**config.mk**
```make
export PLATFORM = sky130hd
export DESIGN_NAME = extended_mem_alu_ops
export DESIGN_NICKNAME = d
export VERILOG_FILES = /design/src/xalu_pkg.sv /design/src/extended_mem_alu_ops.sv
export VERILOG_INCLUDE_DIRS = /design/src /design/src/src
export SDC_FILE = /design/constraint.sdc
export NUM_CORES = 1
export LEC_CHECK = 0
export BUFFER_PORTS_ARGS = -buffer_cell sky130_fd_sc_hd__buf_2
export CAP_MARGIN = 25
export CORE_ASPECT_RATIO = 0.9
export CORE_UTILIZATION = 50
export DETAILED_ROUTE_END_ITERATION = 10
export GPL_TIMING_DRIVEN = 0
export PLACE_DENSITY = 0.82
export SLEW_MARGIN = 20
export SYNTH_ARGS = -nofsm -noshare
export SYNTH_HDL_FRONTEND = slang
export SYNTH_SLANG_ARGS = --single-unit
```
**constraint.sdc**
```tcl
create_clock -name clk -period 3.4 [get_ports clk]
set_input_delay 0.68 -clock clk [delete_from_list [all_inputs] [get_ports clk]]
set_output_delay 0.68 -clock clk [all_outputs]
set_load 0.005 [all_outputs]
```
**src/xalu_params.svh**
```systemverilog
// Purpose: Constants for the extended memory ALU datapath
// Assumes: 8-bit data, one core clock
// Notes:   Function
`ifndef XALU_PARAMS_SVH
`define XALU_PARAMS_SVH
`define XALU_W         8
`define XALU_MSB       7
`define XALU_NIB       4
`define XALU_ONES      8'hff
`define XALU_ZERO      8'h00
`define XALU_ONE       8'h01
`define XALU_SKIP_CYC  2'h2
`endif

```
**src/xalu_pkg.sv**
```systemverilog
// Purpose: Types for the extended memory ALU datapath
// Assumes: Constants come from xalu_params.svh
// Notes:   Opcode list is the decoder's view of this block
package xalu_pkg;
  typedef enum logic [4:0] {
    op_none,
    rot_left_mem,
    rot_left_to_acc,
    rot_left_carry_mem,
    rot_left_carry_to_acc,
    rot_right_mem,
    rot_right_to_acc,
    rot_right_carry_mem,
    rot_right_carry_to_acc,
    sub_borrow_to_acc,
    sub_borrow_to_mem,
    sub_to_acc,
    sub_to_mem,
    dec_skip_zero_mem,
    dec_skip_zero_acc,
    inc_skip_zero_mem,
    inc_skip_zero_acc,
    set_ones,
    set_bit,
    skip_if_bit_set,
    skip_if_nonzero,
    skip_if_zero,
    nibble_exchange_mem,
    nibble_exchange_acc
  } xalu_op_t;
endpackage

```
**src/extended_mem_alu_ops.sv**
```systemverilog
// Purpose: Executes the rotate, subtract, skip, set and swap extended ops
// Assumes: Decoder pulses op_valid for one cycle with mem_data valid
// Notes:   Results and flags are registered; skip adds a dummy slot
`timescale 1ns/1ps
`include "xalu_params.svh"
`default_nettype none
module extended_mem_alu_ops (
  input  wire logic             clk,
  input  wire logic             rst,
  input  wire logic             op_valid,
  input  wire xalu_pkg::xalu_op_t op,
  input  wire logic [2:0]       bit_sel,
  input  wire logic [7:0]       mem_data,
  input  wire logic [7:0]       acc_in,
  input  wire logic             carry_in,
  output logic                  mem_we,
  output logic [7:0]            mem_wdata,
  output logic                  acc_we,
  output logic [7:0]            acc_wdata,
  output logic                  flags_we,
  output logic                  carry_we,
  output logic                  carry_out,
  output logic                  signed_wrap_flag,
  output logic                  zero_flag,
  output logic                  nibble_carry_flag,
  output logic                  signed_borrow_flag,
  output logic                  multi_precision_null_flag,
  output logic                  skip_taken,
  output logic                  dummy_slot
);

  typedef enum logic [1:0] {seq_idle, seq_dummy} seq_t;

  // Subtract: a - b - borrow, returns {carry(no borrow), result}
  function automatic logic [8:0] sub8(input logic [7:0] a,
                                      input logic [7:0] b,
                                      input logic       bw);
    logic [8:0] d;
    d = {1'b0, a} - {1'b0, b} - {8'h00, bw};
    sub8 = {~d[8], d[7:0]};
  endfunction

  // Rotates by one; the fill bit is the wrapped bit or the carry
  function automatic logic [7:0] rot_l(input logic [7:0] v,
                                       input logic       fill);
    rot_l = {v[6:0], fill};
  endfunction

  function automatic logic [7:0] rot_r(input logic [7:0] v,
                                       input logic       fill);
    rot_r = {fill, v[`XALU_MSB:1]};
  endfunction

  function automatic logic [7:0] nib_swap(input logic [7:0] v);
    nib_swap = {v[3:0], v[`XALU_MSB:`XALU_NIB]};
  endfunction

  logic [7:0] res;
  logic       to_mem;
  logic       to_acc;
  logic       c_next;
  logic       c_wr;
  logic       f_wr;
  logic       skip;
  logic [8:0] diff;
  logic [4:0] lo_diff;
  logic       use_bw;
  logic [7:0] bit_mask;
  logic       ov_next;
  logic       sc_next;

  always_comb begin
    use_bw   = (op == xalu_pkg::sub_borrow_to_acc) ||
               (op == xalu_pkg::sub_borrow_to_mem);
    diff     = sub8(acc_in, mem_data, use_bw & ~carry_in);
    lo_diff  = {1'b0, acc_in[3:0]} - {1'b0, mem_data[3:0]}
               - {4'h0, use_bw & ~carry_in};
    ov_next  = (acc_in[`XALU_MSB] ^ mem_data[`XALU_MSB]) &
               (acc_in[`XALU_MSB] ^ diff[`XALU_MSB]);
    sc_next  = ov_next ^ diff[`XALU_MSB];
    bit_mask = `XALU_ONE << bit_sel;
  end

  always_comb begin
    res    = mem_data;
    to_mem = 1'b0;
    to_acc = 1'b0;
    c_next = carry_in;
    c_wr   = 1'b0;
    f_wr   = 1'b0;
    skip   = 1'b0;
    case (op)
      xalu_pkg::rot_left_mem: begin
        res    = rot_l(mem_data, mem_data[`XALU_MSB]);
        to_mem = 1'b1;
      end
      xalu_pkg::rot_left_to_acc: begin
        res    = rot_l(mem_data, mem_data[`XALU_MSB]);
        to_acc = 1'b1;
      end
      xalu_pkg::rot_left_carry_mem, xalu_pkg::rot_left_carry_to_acc: begin
        res    = rot_l(mem_data, carry_in);
        c_next = mem_data[`XALU_MSB];
        c_wr   = 1'b1;
        to_mem = (op == xalu_pkg::rot_left_carry_mem);
        to_acc = (op == xalu_pkg::rot_left_carry_to_acc);
      end
      xalu_pkg::rot_right_mem: begin
        res    = rot_r(mem_data, mem_data[0]);
        to_mem = 1'b1;
      end
      xalu_pkg::rot_right_to_acc: begin
        res    = rot_r(mem_data, mem_data[0]);
        to_acc = 1'b1;
      end
      xalu_pkg::rot_right_carry_mem, xalu_pkg::rot_right_carry_to_acc: begin
        res    = rot_r(mem_data, carry_in);
        c_next = mem_data[0];
        c_wr   = 1'b1;
        to_mem = (op == xalu_pkg::rot_right_carry_mem);
        to_acc = (op == xalu_pkg::rot_right_carry_to_acc);
      end
      xalu_pkg::sub_borrow_to_acc, xalu_pkg::sub_to_acc: begin
        res    = diff[7:0];
        c_next = diff[8];
        c_wr   = 1'b1;
        f_wr   = 1'b1;
        to_acc = 1'b1;
      end
      xalu_pkg::sub_borrow_to_mem, xalu_pkg::sub_to_mem: begin
        res    = diff[7:0];
        c_next = diff[8];
        c_wr   = 1'b1;
        f_wr   = 1'b1;
        to_mem = 1'b1;
      end
      xalu_pkg::dec_skip_zero_mem: begin
        res    = mem_data - `XALU_ONE;
        to_mem = 1'b1;
        skip   = (res == `XALU_ZERO);
      end
      xalu_pkg::dec_skip_zero_acc: begin
        res    = mem_data - `XALU_ONE;
        to_acc = 1'b1;
        skip   = (res == `XALU_ZERO);
      end
      xalu_pkg::inc_skip_zero_mem: begin
        res    = mem_data + `XALU_ONE;
        to_mem = 1'b1;
        skip   = (res == `XALU_ZERO);
      end
      xalu_pkg::inc_skip_zero_acc: begin
        res    = mem_data + `XALU_ONE;
        to_acc = 1'b1;
        skip   = (res == `XALU_ZERO);
      end
      xalu_pkg::set_ones: begin
        res    = `XALU_ONES;
        to_mem = 1'b1;
      end
      xalu_pkg::set_bit: begin
        res    = mem_data | bit_mask;
        to_mem = 1'b1;
      end
      xalu_pkg::skip_if_bit_set: begin
        skip   = |(mem_data & bit_mask);
      end
      xalu_pkg::skip_if_nonzero: begin
        to_mem = 1'b1;
        skip   = (mem_data != `XALU_ZERO);
      end
      xalu_pkg::skip_if_zero: begin
        to_mem = 1'b1;
        skip   = (mem_data == `XALU_ZERO);
      end
      xalu_pkg::nibble_exchange_mem: begin
        res    = nib_swap(mem_data);
        to_mem = 1'b1;
      end
      xalu_pkg::nibble_exchange_acc: begin
        res    = nib_swap(mem_data);
        to_acc = 1'b1;
      end
      default: begin
        res = mem_data;
      end
    endcase
  end

  // Write strobes and data, one cycle after the request
  always_ff @(posedge clk) begin
    if (rst) begin
      mem_we    <= 1'b0;
      acc_we    <= 1'b0;
      mem_wdata <= `XALU_ZERO;
      acc_wdata <= `XALU_ZERO;
    end else begin
      mem_we    <= op_valid & to_mem;
      acc_we    <= op_valid & to_acc;
      mem_wdata <= res;
      acc_wdata <= res;
    end
  end

  // Flags; carry only moves for rotate-through-carry and subtract
  always_ff @(posedge clk) begin
    if (rst) begin
      carry_we                  <= 1'b0;
      carry_out                 <= 1'b0;
      flags_we                  <= 1'b0;
      signed_wrap_flag          <= 1'b0;
      zero_flag                 <= 1'b0;
      nibble_carry_flag         <= 1'b0;
      signed_borrow_flag        <= 1'b0;
      multi_precision_null_flag <= 1'b0;
    end else begin
      carry_we  <= op_valid & c_wr;
      carry_out <= c_next;
      flags_we  <= op_valid & f_wr;
      signed_wrap_flag   <= ov_next;
      zero_flag          <= (diff[7:0] == `XALU_ZERO);
      nibble_carry_flag  <= ~lo_diff[`XALU_NIB];
      signed_borrow_flag <= sc_next;
      // Chained zero follows this result only; no earlier flag comes in
      multi_precision_null_flag <= (diff[7:0] == `XALU_ZERO);
    end
  end

  // Skip sequencer: one dummy slot after a taken skip
  seq_t seq_reg;
  always_ff @(posedge clk) begin
    if (rst) begin
      seq_reg    <= seq_idle;
      skip_taken <= 1'b0;
      dummy_slot <= 1'b0;
    end else begin
      skip_taken <= op_valid & skip;
      case (seq_reg)
        seq_idle: begin
          dummy_slot <= 1'b0;
          if (op_valid && skip) begin
            seq_reg <= seq_dummy;
          end
        end
        seq_dummy: begin
          dummy_slot <= 1'b1;
          seq_reg    <= seq_idle;
        end
        default: begin
          seq_reg <= seq_idle;
        end
      endcase
    end
  end

  a_rot_left_mem: assert property (@(posedge clk) disable iff (rst)
    op_valid && op == xalu_pkg::rot_left_mem |=> mem_we && !carry_we &&
    mem_wdata == {$past(mem_data[6:0]), $past(mem_data[`XALU_MSB])})
    else $error("left rotate wrong");
  a_acc_rot_keep: assert property (@(posedge clk) disable iff (rst)
    op_valid && op == xalu_pkg::rot_right_to_acc |=> acc_we && !mem_we)
    else $error("acc rotate touched memory");
  a_rlc_carry: assert property (@(posedge clk) disable iff (rst)
    op_valid && op == xalu_pkg::rot_left_carry_mem |=> carry_we &&
    carry_out == $past(mem_data[`XALU_MSB]) &&
    mem_wdata[0] == $past(carry_in))
    else $error("left carry rotate wrong");
  a_rrc_carry: assert property (@(posedge clk) disable iff (rst)
    op_valid && op == xalu_pkg::rot_right_carry_mem |=> carry_we &&
    carry_out == $past(mem_data[0]) &&
    mem_wdata[`XALU_MSB] == $past(carry_in))
    else $error("right carry rotate wrong");
  a_sub_result: assert property (@(posedge clk) disable iff (rst)
    op_valid && op == xalu_pkg::sub_to_mem |=> mem_we && flags_we &&
    mem_wdata == 8'($past(acc_in) - $past(mem_data)))
    else $error("subtract wrong");
  a_sub_carry: assert property (@(posedge clk) disable iff (rst)
    op_valid && op == xalu_pkg::sub_to_acc |=>
    carry_out == ($past(acc_in) >= $past(mem_data)))
    else $error("subtract carry wrong");
  a_skip_dummy: assert property (@(posedge clk) disable iff (rst)
    op_valid && skip |=> ##1 dummy_slot ##1 !dummy_slot)
    else $error("dummy slot missing");
  a_set_ones: assert property (@(posedge clk) disable iff (rst)
    op_valid && op == xalu_pkg::set_ones |=> mem_we && mem_wdata == `XALU_ONES
    && !carry_we && !flags_we)
    else $error("byte set wrong");
  a_dec_skip: assert property (@(posedge clk) disable iff (rst)
    op_valid && op == xalu_pkg::dec_skip_zero_mem |=>
    skip_taken == ($past(mem_data) == `XALU_ONE))
    else $error("dec skip wrong");
  a_rot_right_mem: assert property (@(posedge clk) disable iff (rst)
    op_valid && op == xalu_pkg::rot_right_mem |=> mem_we && !carry_we &&
    mem_wdata == {$past(mem_data[0]), $past(mem_data[`XALU_MSB:1])})
    else $error("right rotate wrong");
  a_sbc_mem_dest: assert property (@(posedge clk) disable iff (rst)
    op_valid && op == xalu_pkg::sub_borrow_to_mem |=> mem_we && !acc_we &&
    flags_we && mem_wdata == 8'($past(acc_in) - $past(mem_data) -
    {7'h00, ~$past(carry_in)}))
    else $error("borrow subtract to memory wrong");
  a_sub_flags: assert property (@(posedge clk) disable iff (rst)
    op_valid && op == xalu_pkg::sub_borrow_to_acc |=> flags_we && carry_we
    && zero_flag == (acc_wdata == `XALU_ZERO) &&
    multi_precision_null_flag == zero_flag)
    else $error("subtract zero flags wrong");
  a_inc_skip: assert property (@(posedge clk) disable iff (rst)
    op_valid && op == xalu_pkg::inc_skip_zero_mem |=> mem_we && !flags_we
    && mem_wdata == 8'($past(mem_data) + `XALU_ONE) &&
    skip_taken == (mem_wdata == `XALU_ZERO))
    else $error("inc skip wrong");
  a_acc_skip_keep: assert property (@(posedge clk) disable iff (rst)
    op_valid && op inside {xalu_pkg::dec_skip_zero_acc,
    xalu_pkg::inc_skip_zero_acc} |=> acc_we && !mem_we &&
    skip_taken == (acc_wdata == `XALU_ZERO))
    else $error("acc inc or dec skip wrong");
  a_bit_set: assert property (@(posedge clk) disable iff (rst)
    op_valid && op == xalu_pkg::set_bit |=> mem_we && !carry_we && !flags_we
    && mem_wdata == ($past(mem_data) | (`XALU_ONE << $past(bit_sel))))
    else $error("bit set wrong");
  a_bit_test: assert property (@(posedge clk) disable iff (rst)
    op_valid && op == xalu_pkg::skip_if_bit_set |=> !mem_we && !acc_we &&
    skip_taken == $past(mem_data[bit_sel]))
    else $error("bit test skip wrong");
  a_nonzero_wb: assert property (@(posedge clk) disable iff (rst)
    op_valid && op == xalu_pkg::skip_if_nonzero |=> mem_we &&
    mem_wdata == $past(mem_data) && skip_taken == (mem_wdata != `XALU_ZERO))
    else $error("nonzero test wrong");
  a_zero_wb: assert property (@(posedge clk) disable iff (rst)
    op_valid && op == xalu_pkg::skip_if_zero |=> mem_we &&
    mem_wdata == $past(mem_data) && skip_taken == (mem_wdata == `XALU_ZERO))
    else $error("zero test wrong");
  a_swap_mem: assert property (@(posedge clk) disable iff (rst)
    op_valid && op == xalu_pkg::nibble_exchange_mem |=> mem_we && !flags_we
    && mem_wdata == {$past(mem_data[3:0]),
    $past(mem_data[`XALU_MSB:`XALU_NIB])})
    else $error("nibble swap wrong");
  a_swap_acc: assert property (@(posedge clk) disable iff (rst)
    op_valid && op == xalu_pkg::nibble_exchange_acc |=> acc_we && !mem_we
    && acc_wdata == {$past(mem_data[3:0]),
    $past(mem_data[`XALU_MSB:`XALU_NIB])})
    else $error("acc nibble swap wrong");

  c_skip_seen: cover property (@(posedge clk) dummy_slot);
  c_sub_neg: cover property (@(posedge clk) flags_we && !carry_out);
  c_rot_carry: cover property (@(posedge clk) carry_we && !flags_we);
  c_acc_skip: cover property (@(posedge clk) acc_we && skip_taken);
  c_test_skip: cover property (@(posedge clk) skip_taken && !mem_we && !acc_we);

endmodule
`default_nettype wire

```
==> metrics.cfg, run 1 <==
[floorplan]
ioPinCount=56
die_y_um=69.6
die_w_um=77.1
num_rows=24
initial_core_util=0.521
dieArea_um2=5360
core-area_um2=4860

[setup_path]
worst-setup-path-type=in -> reg
critPathArrivalTime_ps=3290
cp-start-kind=primary input
required_ps=3560
worstPathMaxFanout=10
crit_path_end_kind=register

[grt]
grt-ovfl-total=0
grtUsageTotal=0.249
grt_pass1_wl_mm=11.0
grt_max_degree=12
grt_pass1_vias=2376
antenna_found_initial=0

[sta]
finalSetupViolations=0
hold_viol=0
period_share=0.921
fmaxAchievable_mhz=319
post-route-min-period_ps=3130
finalWorstSetupSlack_ps=268
rsz0062_at_grt=no
slew_viol_final=0
worst_slew_margin_rel=0.576
worst_pin_slew_ps=634
skew_ps=0.0442
tns_ps=0

[yosys]
synth_seq_area_share=0.158
yosysMostFrequentCell=nor2_1
syn_nets=394
synth-edff-count=0
yosysWarningCount=0
ys_ff_latch=20
async_flop_share=0
synth_common_cells=nor2_1, nand2_1, inv_1
ys_types=63
synth.avg_cell_area_um2=7.33
yosys.area.top_type=dfxtp_1
ys.flop_type=dfxtp_1
synthCells=346
yosysTopAreaCellShare=0.158
synthTopCellsByArea=dfxtp_1, ha_1, nor2_1
synthesis.area_um2=2530

[clock_network]
htreeDepth=1
clock_sinks=20
post-cts-setup-buffer-count=0
clockRootBuffer=clkbuf_8
clkTransAtPathRegs_ps=60
clk_path_buf_depth=2
cts_tree=built
clock_latency_ps=250
cts_buffers=3

[routing]
num_vias=2790
post_drt_wl_per_cell_um=14.6
drcViolationCount=0
drt_first_iter_violations=472
first_pass_iters=6
drtAntennaViolNets=0
vias_per_cell=5.96
routed_wl_mm=6.83

[power]
power_density_nw_per_um2=275
leakagePower_nw=1.30
power_uw=809
ir_drop_mv=0.194

[place]
hpwl_mm=5.30
gp_congestion=0.933
io_buffer_count=53
placed_area_um2=2880
place_ws_ps=-107
dpl.cell_count=464

[run_status]
status=complete, no violations

[run]
cap_violations=0

[layout]
top_register=acc_wdata
diodes=0
final_cells=468
nFillCells=444
postLayoutCellArea_um2=2950
multiInputGateArea_um2=1860
ff_latch_area_um2=400
layout-drive-gt1-share=0.241
nets=452
synthToLayoutAreaGrowth_pct=16.3
largest_reg_flops=8

[hold_path]
hp-class=reg -> reg

[through the flow]
step	util	hold WS [ps]
detailed placement	0.592	422
CTS	0.604	443
global placement	0.592	417
floorplan	-	405
global route	0.606	454
finish	0.606	442
[worst max-delay path: stages]
cell and delay, ps:
buf_2 170, xnor2_1 310, nor2_1 110, nand2_1 100, fa_1 440, inv_1 70, ha_1 130, o21ai_0 130
a211oi_2 320, mux2_2 390, nand2_1 120, nand2_1 70, a311oi_1 240
[power breakdown]
part	internal (mW)	total [mW]	switching (mW)
clock network	0.103	0.168	0.0649
registers	0.253	0.258	0.00584
logic	0.164	0.383	0.220
[worst paths after layout]
path | end | cells past startpoint | start | slack [ps]
worst max-delay path | acc_wdata[7] | 13 | op[1] | 270
worst min-delay path | seq_reg[0] | 1 | seq_reg[0] | 440
worst max register to register | seq_reg[0] | 1 | seq_reg[0] | 2850
worst min register to register | seq_reg[0] | 1 | seq_reg[0] | 440
[cell families (layout without fill, tap and decap cells)]
group,Yosys count,after routing,share of synthesized area
fa+ha+maj,20,20,0.105
buf+inv,57,114,0.112
xor+xnor,23,23,0.0795
mux,2,2,0.00888
compound gates,89,89,0.249
flops,20,20,0.158
simple gates,135,135,0.288
[routing by layer]
| layer | vias to the layer above | GRT usage | share of wire |
|---|---|---|---|
| li1 | 1346 | - | - |
| met3 | 19 | 0.0276 | 0.11 |
| met5 | - | 0 | 0 |
| met2 | 171 | 0.383 | 0.44 |
| met4 | 0 | 0.0881 | 0.018 |
| met1 | 1254 | 0.359 | 0.44 |
[layout by cell type, fill, tap and decap left out, types with 3 or more instances in the layout]
master    netlist  routed
xnor2_1        14      14
a31oi_1         5       5
nor3_2          3       3
nor2b_1         6       6
a311oi_1        8       8
nand2b_1        5       5
o21ai_0        13      13
and3_1          3       3
a22oi_1         3       3
ha_1           18      18
nand3b_1        3       3
clkbuf_1        8       8
nor2_1         40      40
nand3_1         9       9
clkbuf_8        0       4
a21oi_1        19      19
xor2_1          9       9
inv_1          25      25
nand2_1        30      30
nor3_1          9       9
a221oi_1        6       6
buf_4          12      12
a211oi_1        7       6
buf_2           8      61
a21o_1          4       4
dfxtp_1        20      20
[repair_timing]
action | in CTS | in global routing
gates resized for setup | 0 | 3
hold buffers | 0 | 0
endpoints found under the setup margin | 0 | 2
hold endpoints to repair | 0 | 0
[cell type report]
cell class              instances  area share
well taps                      65      0.0276
repair buffers                 53      0.0900
inverters                      25      0.0318
multi-input cells             269       0.632
flip-flops and latches         20       0.136
plain buffers                  32      0.0645
clock buffers                   4      0.0187
Power figures use the tool's default switching activity.
==> inputs of run 2 (changes only) <==
--- a/config.mk
+++ b/config.mk
@@ -6,13 +6,13 @@
 export SDC_FILE = /design/constraint.sdc
 export NUM_CORES = 1
 export LEC_CHECK = 0
-export BUFFER_PORTS_ARGS = -buffer_cell sky130_fd_sc_hd__buf_2
 export CAP_MARGIN = 25
 export CORE_ASPECT_RATIO = 0.9
-export CORE_UTILIZATION = 50
+export CORE_UTILIZATION = 30
 export DETAILED_ROUTE_END_ITERATION = 10
+export DONT_BUFFER_PORTS = 1
 export GPL_TIMING_DRIVEN = 0
-export PLACE_DENSITY = 0.82
+export PLACE_DENSITY_LB_ADDON = 0.1
 export SLEW_MARGIN = 20
 export SYNTH_ARGS = -nofsm -noshare
 export SYNTH_HDL_FRONTEND = slang
==> metrics.cfg, run 2 (same netlist as run 1, synthesis figures left out) <==
[run_status]
status=complete, no violations

[floorplan]
core-area_um2=8110  ; +67%
ioPinCount=56  ; unchanged
dieArea_um2=8820  ; +65%
initial_core_util=0.313  ; -0.208
num_rows=31  ; +29%
die_y_um=89.2  ; +28%
die_w_um=98.9  ; +28%

[grt]
grt_pass1_wl_mm=12.3  ; +12%
grt_max_degree=11  ; -1
grt_pass1_vias=2243  ; -5.6%
grtUsageTotal=0.177  ; -0.0724
antenna_found_initial=0  ; unchanged
grt-ovfl-total=0  ; unchanged

[hold_path]
min_path_cells=1  ; unchanged
hp-class=reg -> reg

[sta]
post-route-min-period_ps=3140  ; +11.6 ps
skew_ps=0.124  ; +0.0802 ps
worst_pin_slew_ps=705  ; +71.4 ps
period_share=0.925  ; +0.00342
rsz0062_at_grt=no
fmaxAchievable_mhz=318  ; -0.37%
hold_viol=0  ; unchanged
worst_slew_margin_rel=0.529  ; -0.0477
slew_viol_final=0  ; unchanged
finalSetupViolations=0  ; unchanged

[layout]
multiInputGateArea_um2=1860  ; unchanged
ff_latch_area_um2=400  ; unchanged
layout_common_cells=nor2_1, nand2_1, inv_1
nFillCells=869  ; +96%
diodes=0  ; unchanged
layout-drive-gt1-share=0.123  ; -0.117
synthToLayoutAreaGrowth_pct=6.96
post-route-util=0.334  ; -0.272
nets=399  ; -12%
mostFrequentLayoutCell=nor2_1
largest_reg_flops=8  ; unchanged
top_register=acc_wdata

[routing]
post_drt_wl_per_cell_um=17.3  ; +19%
drtAntennaViolNets=0  ; unchanged
vias_per_cell=5.47  ; -8.2%
drt_first_iter_violations=155  ; -67%
first_pass_iters=4  ; -2
routed_wl_mm=7.76  ; +14%
drcViolationCount=0  ; unchanged
num_vias=2452  ; -12%

[clock_network]
clkTransAtPathRegs_ps=60  ; about the same
clk_path_buf_depth=2  ; unchanged
cts_tree=built
clockRootBuffer=clkbuf_8
cts_buffers=3  ; unchanged
clock_sinks=20  ; unchanged
htreeDepth=1  ; unchanged
clock_latency_ps=240  ; about the same

[setup_path]
r2r.worst_path.cells=1  ; unchanged
crit_top_cell=nand2_1
worstPathMaxFanout=10  ; unchanged
cp-start-kind=primary input
path_cells=buf_2 -> xnor2_1 -> nor2_1 -> nand2_1 -> fa_1 -> inv_1 -> ha_1 -> o21ai_0 -> a211oi_2 -> mux2_2 -> nand2_1 -> nand2_1 -> a311oi_1
required_ps=3550  ; about the same
critPathArrivalTime_ps=3300  ; about the same
worst-setup-path-type=in -> reg
crit_path_end_kind=register
critical_path.slowest_cell=fa_1
critPathMaxStageDelay_ps=440  ; about the same

[power]
ir_drop_mv=0.111  ; -43%
power_density_nw_per_um2=274  ; -0.18%
leakagePower_nw=1.05  ; -19%
power_uw=743  ; -8.2%

[place]
gp_congestion=0.818  ; -12%
hpwl_mm=6.17  ; +16%
io_buffer_count=0  ; -100%

[run]
cap_violations=0  ; unchanged

run 2: changes by cell type in the layout (fill, tap and decap cells not counted):
cell | previous run | this run
clkbuf_8 | 4 | 3
buf_2 | 61 | 8
run 2: critical path: cells and delay by family:
family                   cells  cell delay [ps]
XOR/XNOR                     1              310
AO/OA/AOI/OAI                3              680
multiplexers                 1              390
buffers and inverters        2              240
adder cells (fa/ha/maj)      2              590
AND/OR/NAND/NOR              4              420
run 2: repair_timing:
item,in CTS,in global routing
gates resized for setup,0,3
setup endpoints to repair,0,2
hold buffers,0,0
setup buffers,0,0
run 2: final timing paths:
path              startpoint           end  slack [ps]
hold / removal    seq_reg[0]    seq_reg[0]         440
setup / recovery       op[1]  acc_wdata[7]         260
setup reg to reg  seq_reg[0]    dummy_slot        2860
hold reg to reg   seq_reg[0]    seq_reg[0]         440
run 2: where the power goes:
group,internal [mW],switching (mW),leakage [nW]
sequential,0.253,0.0111,0.165
combinational,0.137,0.201,0.864
clock,0.0784,0.0624,0.0216
run 2: per-layer routing:
metal	up-vias	track usage	wire [um]
li1	1236	-	-
met1	1139	0.274	4100
met2	73	0.262	3170
met3	4	0.0156	442
met4	0	0.0366	46
met5	-	0	0
run 2: area by class of cell:
class                           instances  area share
Clock buffer                            3      0.0152
Buffer                                 32      0.0701
Tap cell                               99      0.0457
Multi-Input combinational cell        269       0.687
Sequential cell                        20       0.148
Inverter                               25      0.0346
run 2: through the flow:
step / TNS, ps / instances / instance area (um2) / hold WS, ps / setup slack, ps
floorplan: 0 / 346 / 2530 / 405 / 318
finish: 0 / 448 / 2710 / 435 / 256
global placement: -375 / 445 / 2660 / 425 / -229
global route: 0 / 448 / 2710 / 447 / 39.4
CTS: 0 / 448 / 2700 / 435 / 56.7
detailed placement: -300 / 445 / 2660 / 420 / -198
